**src/timer0_pkg.sv**
```systemverilog
// How it works
// - Clock source select clear: timer mode, one count per instruction cycle.
// - A write to the counter blocks counting for the next two cycles.
// - Source select set: count pin edges; edge select clear rising, set falling.
// - Assign bit clear gives prescaler to timer, set gives it to watchdog.
// - Prescaler divides count source by 1:2 up to 1:256, powers of two.
// - Rollover FFh to 00h sets overflow flag at control bit 2.
// - Interrupt request only while enable bit 5 is set.
// - Flag never self clears; only a software write clears it.
// - Timer stops in sleep, so overflow cannot wake the core.
// - Flag sets on the rollover edge; count shows 00h three periods later.
// - Flag sampled once per instruction cycle in Q1.
// - Prescaler output sampled in phases Q2 and Q4 to synchronise it.
// - Count increments three to seven periods after an input change.
// - Counter writes clear the prescaler while it serves the timer.
// - Watchdog clear resets the prescaler while it serves the watchdog.
// - Software has no read or write path to the prescaler.
// - Prescaler feeds one user; the other runs undivided.
package timer0_pkg;
    localparam logic [7:0] ADDR_TIMER_COUNT = 8'h01;
    localparam logic [7:0] ADDR_INT_CONTROL = 8'h0b;
    localparam logic [7:0] ADDR_OPTION      = 8'h81;
    localparam logic [7:0] ADDR_PORT_A_DIR  = 8'h85;
    localparam logic [7:0] OPTION_RESET     = 8'hff;
    localparam logic [7:0] INT_CTRL_RESET   = 8'h00;
    localparam logic [7:0] PORT_A_DIR_RESET = 8'h1f;
    localparam logic [7:0] PORT_A_DIR_MASK  = 8'h1f;
    localparam int BIT_CLOCK_SOURCE   = 5;
    localparam int BIT_SOURCE_EDGE    = 4;
    localparam int BIT_PRESCALER_ASGN = 3;
    localparam int BIT_RATIO_HI       = 2;
    localparam int BIT_OVF_ENABLE     = 5;
    localparam int BIT_OVF_FLAG       = 2;
    localparam int PHASES_PER_CYCLE   = 4;
    localparam int INHIBIT_CYCLES     = 2;
    localparam int ROLL_DELAY_TOSC    = 3;
    localparam logic [1:0] PHASE_Q1 = 2'h0;
    localparam logic [1:0] PHASE_Q2 = 2'h1;
    localparam logic [1:0] PHASE_Q4 = 2'h3;

    typedef struct packed {
        logic [7:0] addr;
        logic [7:0] wdata;
        logic       wr;
        logic       rd;
    } reg_req_t;
endpackage

```
**src/timer0_core.sv**
```systemverilog
// Our own choice: the plain strobed port.
`timescale 1ns/1ps
`default_nettype none
module timer0_core (
    input  wire logic              clk_i,
    input  wire logic              rstn_i,
    input  wire timer0_pkg::reg_req_t req_i,
    output logic [7:0]             rdata_o,
    input  wire logic              ext_count_pin_i,
    input  wire logic              sleep_i,
    input  wire logic              watchdog_clear_instr_i,
    input  wire logic              watchdog_tick_i,
    output logic                   watchdog_tick_o,
    output logic                   timer_irq_o,
    output logic                   q1_sample_o
);
    import timer0_pkg::*;

    // ************************************************
    // Phase clock
    // ************************************************
    // Core clock is the oscillator; four phases per instruction cycle
    logic [1:0] phase_reg;
    always_ff @(posedge clk_i) begin
        if (!rstn_i)
            phase_reg <= PHASE_Q1;
        else
            phase_reg <= phase_reg + 2'h1;
    end

    // ************************************************
    // Registers
    // ************************************************
    logic [7:0] option_reg;
    logic [7:0] port_a_dir_reg;
    logic       overflow_int_enable_reg;
    logic       overflow_flag_reg;
    logic [7:0] int_other_reg;
    logic       clock_source_select;
    logic       source_edge_select;
    logic       prescaler_assign;
    logic [2:0] prescale_ratio;
    logic       wr_count;

    assign clock_source_select = option_reg[BIT_CLOCK_SOURCE];
    assign source_edge_select  = option_reg[BIT_SOURCE_EDGE];
    assign prescaler_assign    = option_reg[BIT_PRESCALER_ASGN];
    assign prescale_ratio      = option_reg[BIT_RATIO_HI:0];
    assign wr_count = req_i.wr && (req_i.addr == ADDR_TIMER_COUNT);

    always_ff @(posedge clk_i) begin
        if (!rstn_i) begin
            option_reg     <= OPTION_RESET;
            port_a_dir_reg <= PORT_A_DIR_RESET;
        end else if (req_i.wr && req_i.addr == ADDR_OPTION) begin
            option_reg <= req_i.wdata;
        end else if (req_i.wr && req_i.addr == ADDR_PORT_A_DIR) begin
            port_a_dir_reg <= req_i.wdata & PORT_A_DIR_MASK;
        end
    end

    // Other control bits are plain storage here
    always_ff @(posedge clk_i) begin
        if (!rstn_i) begin
            int_other_reg           <= INT_CTRL_RESET;
            overflow_int_enable_reg <= 1'b0;
        end else if (req_i.wr && req_i.addr == ADDR_INT_CONTROL) begin
            int_other_reg           <= req_i.wdata;
            overflow_int_enable_reg <= req_i.wdata[BIT_OVF_ENABLE];
        end
    end

    // ************************************************
    // External input synchroniser
    // ************************************************
    logic pin_meta_reg;
    logic pin_sync_reg;
    always_ff @(posedge clk_i) begin
        if (!rstn_i) begin
            pin_meta_reg <= 1'b0;
            pin_sync_reg <= 1'b0;
        end else begin
            pin_meta_reg <= ext_count_pin_i;
            pin_sync_reg <= pin_meta_reg;
        end
    end

    // Edge picked after the history flop, so flipping the select
    // never fakes an edge; a pin held high out of reset gives one rising edge
    logic src_level_reg;
    logic ext_edge;
    always_ff @(posedge clk_i) begin
        if (!rstn_i)
            src_level_reg <= 1'b0;
        else
            src_level_reg <= pin_sync_reg;
    end
    assign ext_edge = source_edge_select
                    ? (!pin_sync_reg && src_level_reg)
                    : (pin_sync_reg && !src_level_reg);

    // ************************************************
    // Shared prescaler
    // ************************************************
    logic       cycle_tick;
    logic       count_src;
    logic       wdt_src;
    logic       pre_in;
    logic [7:0] prescaler_reg;
    logic [7:0] prescaler_next;
    logic       pre_out_level;

    assign cycle_tick = (phase_reg == PHASE_Q1) && !sleep_i;
    assign count_src  = clock_source_select ? ext_edge : cycle_tick;
    assign wdt_src    = watchdog_tick_i;
    // One user at a time; the other bypasses the counter
    assign pre_in = prescaler_assign ? wdt_src : count_src;
    assign prescaler_next = prescaler_reg + 8'h01;

    // No bus path reaches this counter; only clears affect it
    always_ff @(posedge clk_i) begin
        if (!rstn_i)
            prescaler_reg <= 8'h00;
        else if (!prescaler_assign && wr_count)
            prescaler_reg <= 8'h00;
        else if (prescaler_assign && watchdog_clear_instr_i)
            prescaler_reg <= 8'h00;
        else if (pre_in)
            prescaler_reg <= prescaler_next;
    end

    // Bit k toggles at 1:2^(k+1); its level is the symmetric output
    assign pre_out_level = prescaler_reg[prescale_ratio];

    always_ff @(posedge clk_i) begin
        if (!rstn_i)
            watchdog_tick_o <= 1'b0;
        else if (prescaler_assign)
            watchdog_tick_o <= pre_in && (prescaler_next[prescale_ratio]
                               && !prescaler_reg[prescale_ratio]);
        else
            watchdog_tick_o <= wdt_src;
    end

    // ************************************************
    // Q2/Q4 sampling of the count clock
    // ************************************************
    // Sampling adds the documented 3..7 Tosc uncertainty
    logic timer_level;
    logic sample_reg;
    logic sample_prev_reg;
    logic timer_clk_edge;
    logic direct_pulse_reg;
    always_ff @(posedge clk_i) begin
        if (!rstn_i)
            direct_pulse_reg <= 1'b0;
        else if (count_src)
            direct_pulse_reg <= ~direct_pulse_reg;
    end
    // Without prescaler a toggle carries each source event
    assign timer_level = prescaler_assign ? direct_pulse_reg : pre_out_level;

    always_ff @(posedge clk_i) begin
        if (!rstn_i) begin
            sample_reg      <= 1'b0;
            sample_prev_reg <= 1'b0;
        end else if (phase_reg == PHASE_Q2 || phase_reg == PHASE_Q4) begin
            sample_reg      <= timer_level;
            sample_prev_reg <= sample_reg;
        end
    end
    assign timer_clk_edge = (phase_reg == PHASE_Q2 || phase_reg == PHASE_Q4)
                          && (sample_reg != sample_prev_reg)
                          && (prescaler_assign || sample_reg);

    // ************************************************
    // Counter
    // ************************************************
    logic [7:0] timer_count_reg;
    logic [1:0] inhibit_reg;
    logic [1:0] roll_reg;
    logic       roll_pending_reg;

    // Write inhibit counts whole instruction cycles
    always_ff @(posedge clk_i) begin
        if (!rstn_i)
            inhibit_reg <= 2'h0;
        else if (wr_count)
            inhibit_reg <= 2'(INHIBIT_CYCLES);
        else if (phase_reg == PHASE_Q1 && inhibit_reg != 2'h0)
            inhibit_reg <= inhibit_reg - 2'h1;
    end

    always_ff @(posedge clk_i) begin
        if (!rstn_i) begin
            timer_count_reg  <= 8'h00;
            roll_reg         <= 2'h0;
            roll_pending_reg <= 1'b0;
        end else if (wr_count) begin
            timer_count_reg  <= req_i.wdata;
            roll_pending_reg <= 1'b0;
        end else if (roll_pending_reg) begin
            if (roll_reg == 2'h1) begin
                timer_count_reg  <= 8'h00;
                roll_pending_reg <= 1'b0;
            end
            roll_reg <= roll_reg - 2'h1;
        end else if (timer_clk_edge && inhibit_reg == 2'h0 && !sleep_i) begin
            if (timer_count_reg == 8'hff) begin
                roll_pending_reg <= 1'b1;
                roll_reg         <= 2'(ROLL_DELAY_TOSC);
            end else begin
                timer_count_reg <= timer_count_reg + 8'h01;
            end
        end
    end

    // ************************************************
    // Overflow flag and request
    // ************************************************
    logic set_flag;
    assign set_flag = timer_clk_edge && inhibit_reg == 2'h0 && !sleep_i
                    && !wr_count && !roll_pending_reg
                    && timer_count_reg == 8'hff;

    // Set beats a same-cycle software clear
    always_ff @(posedge clk_i) begin
        if (!rstn_i)
            overflow_flag_reg <= 1'b0;
        else if (set_flag)
            overflow_flag_reg <= 1'b1;
        else if (req_i.wr && req_i.addr == ADDR_INT_CONTROL)
            overflow_flag_reg <= req_i.wdata[BIT_OVF_FLAG];
    end

    always_ff @(posedge clk_i) begin
        if (!rstn_i) begin
            timer_irq_o <= 1'b0;
            q1_sample_o <= 1'b0;
        end else begin
            q1_sample_o <= phase_reg == PHASE_Q1;
            if (phase_reg == PHASE_Q1)
                timer_irq_o <= overflow_flag_reg
                               && overflow_int_enable_reg;
        end
    end

    // ************************************************
    // Read port
    // ************************************************
    logic [7:0] int_view;
    always_comb begin
        int_view = int_other_reg;
        int_view[BIT_OVF_ENABLE] = overflow_int_enable_reg;
        int_view[BIT_OVF_FLAG]   = overflow_flag_reg;
    end

    always_ff @(posedge clk_i) begin
        if (!rstn_i)
            rdata_o <= 8'h00;
        else if (req_i.rd) begin
            case (req_i.addr)
                ADDR_TIMER_COUNT: rdata_o <= timer_count_reg;
                ADDR_INT_CONTROL: rdata_o <= int_view;
                ADDR_OPTION:      rdata_o <= option_reg;
                ADDR_PORT_A_DIR:  rdata_o <= port_a_dir_reg;
                default:          rdata_o <= 8'h00;
            endcase
        end
    end
endmodule
`default_nettype wire

```
**config.mk**
```make
export PLATFORM = sky130hd
export DESIGN_NAME = timer0_core
export DESIGN_NICKNAME = d
export VERILOG_FILES = /design/src/timer0_pkg.sv /design/src/timer0_core.sv
export SDC_FILE = /design/constraint.sdc
export NUM_CORES = 1
export LEC_CHECK = 0
export BUFFER_PORTS_ARGS = -buffer_cell sky130_fd_sc_hd__buf_2
export CAP_MARGIN = 20
export CORE_UTILIZATION = 55
export DETAILED_ROUTE_END_ITERATION = 10
export PLACE_DENSITY = 0.76
export SLEW_MARGIN = 5
export SYNTH_ARGS = -nofsm -noshare
export SYNTH_HDL_FRONTEND = slang
export SYNTH_SLANG_ARGS = --single-unit
```
**constraint.sdc**
```tcl
create_clock -name clk_i -period 2.7 [get_ports clk_i]
set_clock_uncertainty 0.05 [all_clocks]
set_input_delay 0.27 -clock clk_i [delete_from_list [all_inputs] [get_ports clk_i]]
set_output_delay 0.27 -clock clk_i [all_outputs]
set_load 0.05 [all_outputs]
```
* Yosys cells after proc, flatten, opt, wreduce, memory -nomap -nowiden *
Cells that the tools add are included.

storage, ports and cells
  bits in registers = 63
  latch bits = 0
  bits in writable memories = 0
  memory bits (read-only) = 0
  output and inout bits = 11
  memories kept = 0

operators by class
  add/sub/neg operators = 5
  $mul = 0
  div/mod/pow operators = 0
  order comparisons = 1
  equal/unequal tests = 11
  shift operators = 0
  muxes and demuxes = 26
  bitwise operators = 4
  reduce and logical (&&, ||, !) cells = 42

operator list
  cell                                                        count
  2-to-1 mux 8 bit                                            5
  case mux 8 bit (4 select lines)                             1
  == test 8 bit, second input constant                        3
  logical AND 1 bit                                           20
  adder 8 x 1 -> 8 bit, second input constant                 2
  2-to-1 mux 1 bit                                            13
  2-to-1 mux 2 bit                                            5
  nonzero test 2 bit                                          5
  == test 8 x 1 -> 1 bit, second input constant               1
  == test 8 x 4 -> 1 bit, second input constant               1
  zero test 1 bit                                             7
  binary-select mux 1 bit (select 3 bit)                      2
  AND reduction 3 bit                                         2
  == test 2 x 1 -> 1 bit, second input constant               2
  zero test 2 bit                                             2
  less-than comparator 3 x 4 -> 1 bit, second input constant  1
  inverter 1 bit                                              4
  subtractor 2 x 1 -> 2 bit, second input constant            2
  != test 3 x 2 -> 1 bit, second input constant               1
  != test 3 bit, second input constant                        1
  nonzero test 3 bit                                          1
  OR reduction 3 bit                                          1
  adder 2 x 1 -> 2 bit, second input constant                 1
  == test 2 bit, second input constant                        1
  4 further kinds                                             5

* Longest topological paths before layout *
  word-level depth = 10
  depth in mapped cells = 8
  depth with buffers taken out = 7

* Least setup slack after synthesis *
No wires, ideal clock.

  kind = input port to flip-flop
  from = input req_i[15] (netlist bit)
  to = register option_reg[3]
  library setup time = 137 ps
  arrival time = 1580 ps
  path slack = 934 ps
  stages = 5
  buffers on the path = 0
  path through = or4b_4 > nor4b_4 > nand2_1 > nand2_1 > nand3_1

on the way
  cells in the longest elaborated chain, start to end = 2

ends and longest elaborated chain
  element               RTL line           text
  start, declared       timer0_core.sv:7   input wire timer0_pkg::reg_req_t req_i,
  == test 8 bit         timer0_core.sv:55  end else if (req_i.wr && req_i.addr == ADDR_OPTION) begin
  logical AND 1 bit     timer0_core.sv:55
  end signal, assigned  timer0_core.sv:56  option_reg <= req_i.wdata;
  end, declared         timer0_core.sv:34  logic [7:0] option_reg;

Every way passes these cells.
A chain may end at the register's enable or synchronous reset.

* Worst setup path in the final report *
  from = register phase_reg[0]
  to = register timer_count_reg[1]

on the way
  cells in the longest elaborated chain, start to end = 8
  elaborated cells on any way between the ends = 9
  those cells by class = 2 x eq/ne; 7 x reduce/logical

ends and longest elaborated chain
  element                                                  RTL line            text
  start, declared                                          timer0_core.sv:23   logic [1:0] phase_reg;
  start signal, assigned                                   timer0_core.sv:28   phase_reg <= phase_reg + 2'h1;
  == test 2 x 1 -> 1 bit or == test 2 bit (tied branches)  timer0_core.sv:172  assign timer_clk_edge = (phase_reg == PHASE_Q2 || phase_reg == PHASE_Q4)
  logical OR 1 bit (*)                                     timer0_core.sv:172
  logical AND 1 bit (*)                                    timer0_core.sv:173  && (sample_reg != sample_prev_reg)
  logical AND 1 bit (*)                                    timer0_core.sv:174  && (prescaler_assign || sample_reg);
  logical AND 1 bit (*) (2 in series)                      timer0_core.sv:208  end else if (timer_clk_edge && inhibit_reg == 2'h0 && !sleep_i) begin
  nonzero test 3 bit (no source line) (*)                  n/a
  AND reduction 3 bit (no source line) (*)                 n/a
  end signal, assigned                                     timer0_core.sv:200  timer_count_reg <= req_i.wdata;
  end signal, assigned                                     timer0_core.sv:213  timer_count_reg <= timer_count_reg + 8'h01;
  end, declared                                            timer0_core.sv:179  logic [7:0] timer_count_reg;

Mark *: on every way between the ends. The rest lies on a longest branch, timed or not.

==> impl_metrics.yaml <==
timing:
  tns_ns: 0
  layout_setup_ws_ns: 0.284
  setup_viol: 0
  relSlewSlack: 0.317
  fmax_mhz: 414
  finalHoldViolCount: 0
  slew_viol_final: 0
  fin_crit_ns: 2.42
  fin_crit_sh: 0.895
  tightest_slew_ns: 1.02
  rsz0062_at_grt: "false"
cts:
  cts_buffers: 9
  clk_pin_slew_ns: 0.07
  clock-sinks: 61
  clock_path_buffers: 2
  cts_resized: 0
  clk_latency_ns: 0.33
  root_buffer: "clkbuf_8"
  htree_levels: 3
  cts_tree: "done"
  post-cts-setup-buffer-count: 0
  hold_buffers: 0
floorplanning:
  initial_utilization: 0.586
  coreArea_sq_um: 5270
  num_io_pins: 35
  dieArea_sq_um: 5920
  die_h_um: 76.9
  die_width_um: 76.9
  rows: 26
power_and_ir_drop:
  p_leak_uw: 0.00147
  p_sw_uw: 471
  ir_worst_vdd_uv: 346
  swShare: 0.246
  p_seq_frac: 0.493
  power_density_nw_per_um2: 550
  pwr-share-clk: 0.417
  combPwrFrac: 0.090
  p_int_uw: 1450
detailed_routing:
  postRouteAntennaNets: 0
  dr_total_vias: 2750
  drtPass1Iterations: 5
  avgRoutedWirePerCell_um: 15.3
  vias_per_cell: 5.91
  drtIter0Drc: 211
  drt-total-wl_um: 7120
  drc_errors: 0
placed_design:
  dp.cells: 449
  pre_cts_ws_ns: 0.384
  place.detailed.hpwl_um: 4950
  io_buffers: 34
  routabilityCongestion: 0.848
worst_setup_path:
  regToRegEndpoint: "timer_count_reg[1]"
  r2r_start: "phase_reg[0]"
  worstPathArrival_ns: 2.60
  end_kind: "flip-flop"
  critPathLaunchType: "flip-flop"
  crit_type: "flip-flop to flip-flop"
  endpoint: "timer_count_reg[1]"
  crit_start: "phase_reg[0]"
  crit_fanout: 16
  required_ns: 2.88
  ff2ff_path_depth: 6
  r2r_slack_ns: 0.28
outcome:
  outcome: "completed"
synthesis:
  synth.distinct_cells: 55
  synth_fp_nets: 390
  ys_seq_area_frac: 0.395
  synthCells: 359
  synth-edff-count: 0
  syn_avg_cell_area_sq_um: 8.60
  dominantRegCellSynth: "dfxtp_1"
  syn_area_sq_um: 3090
  synth_warnings: 0
  ys_ff_latch: 61
  ys_async_sr_fraction: 0
final_layout:
  fin_util: 0.661
  layout-drive-gt1-share: 0.170
  num-nets-final: 421
  diodes: 0
  area_growth_syn_to_layout_pct: 12.8
  finalNonFillerCells: 465
global_routing:
  antenna_found_initial: 0
  grtUsageTotal: 0.264
  grt-ovfl-total: 0
  grt_pass1_wl_um: 12300
  grt_pass1_vias: 2612
  grt_max_degree: 42
worst_hold_path:
  hp-class: "primary input to flip-flop"
flow_run:
  maxCapViolCount: 0
metrics by stage:
step | hold slack, ns | power [uW] | area (sq um)
after CTS | 0.0864 | 1920 | 3480
after global placement | 0.376 | 1130 | 3290
after detailed placement | 0.374 | 1140 | 3290
final | 0.0870 | 1920 | 3480
after global routing | 0.0937 | 1990 | 3480
after floorplan | 0.339 | 1080 | 3090
cell usage after synthesis, drive strengths merged (8+ instances only):
cell / n / share of area
nor2: 12 / 0.015
clkbuf: 12 / 0.015
buf: 10 / 0.022
or3: 8 / 0.016
o21ai: 16 / 0.026
a21oi: 10 / 0.016
inv: 13 / 0.016
nand2: 50 / 0.061
dfxtp: 61 / 0.40
nand3: 43 / 0.070
a21boi: 12 / 0.030
a22o: 13 / 0.037
cell families after synthesis:
family / after synthesis / share of synthesized area
AND/OR/NAND/NOR: 153 / 0.258
adder cells (fa/ha/maj): 7 / 0.0284
buffers and inverters: 35 / 0.0523
flip-flops: 61 / 0.395
XOR/XNOR: 11 / 0.0312
AO/OA/AOI/OAI: 87 / 0.210
multiplexers: 5 / 0.0243
area by class of cell:
cell class | count | area [sq um]
fill | 447 | 1790
multi-input combinational | 263 | 1710
sequential | 61 | 1220
timing repair buffer | 42 | 230
clock buffer | 11 | 141
tap | 70 | 87.6
clock inverter | 5 | 50.0
inverter | 13 | 48.8
power by group through the flow:
stage / combinational (uW) / sequential (uW) / clock (uW)
6_report: 173 / 944 / 799
5_1_grt: 195 / 948 / 851
4_1_cts: 172 / 944 / 806
3_5_place_dp: 171 / 965 / 0
3_3_place_gp: 165 / 963 / 0
2_1_floorplan: 115 / 965 / 0
how the worst min path moves through the flow:
stage / start / end / slack [ns] / cells past startpoint
after floorplan: watchdog_tick_i / watchdog_tick_o / 0.34 / 2
after global placement: pin_meta_reg / pin_sync_reg / 0.38 / 1
after detailed placement: pin_meta_reg / pin_sync_reg / 0.37 / 1
after CTS: ext_count_pin_i / pin_meta_reg / 0.09 / 2
after global routing: ext_count_pin_i / pin_meta_reg / 0.09 / 2
final: ext_count_pin_i / pin_meta_reg / 0.09 / 2
layer usage:
metal  up-vias  GRT usage  routed length, um
met5         -          0                  0
met4         0      0.106                108
met3        14     0.0488                369
met2        97      0.421               3230
met1      1270      0.350               3410
li1       1369          -                  -
worst max-delay path, cell delays in order, from the launching register on:
cell       delay (ns)
dfxtp_1          0.38
ha_1             0.16
or2_2            0.14
o2111ai_1        0.17
o311ai_2         0.91
o311ai_0         0.30
o211a_1          0.20
cells in the final DEF, fill, tap and decap left out, drive strengths merged, types with 5 or more instances in the layout:
| cell | netlist | layout |
|---|---|---|
| buf | 10 | 42 |
| nand3 | 43 | 43 |
| nand2 | 50 | 50 |
| o21ai | 16 | 16 |
| a21oi | 10 | 10 |
| clkbuf | 12 | 11 |
| nor2b | 5 | 5 |
| dfxtp | 61 | 61 |
| a21boi | 12 | 12 |
| a31oi | 6 | 6 |
| ha | 7 | 7 |
| a22o | 13 | 13 |
| nor2 | 12 | 12 |
| a221o | 5 | 5 |
| or3 | 8 | 8 |
| and2 | 7 | 7 |
| inv | 13 | 13 |
| xnor2 | 6 | 6 |
| xor2 | 5 | 5 |
(Power assumes the default switching activity.)
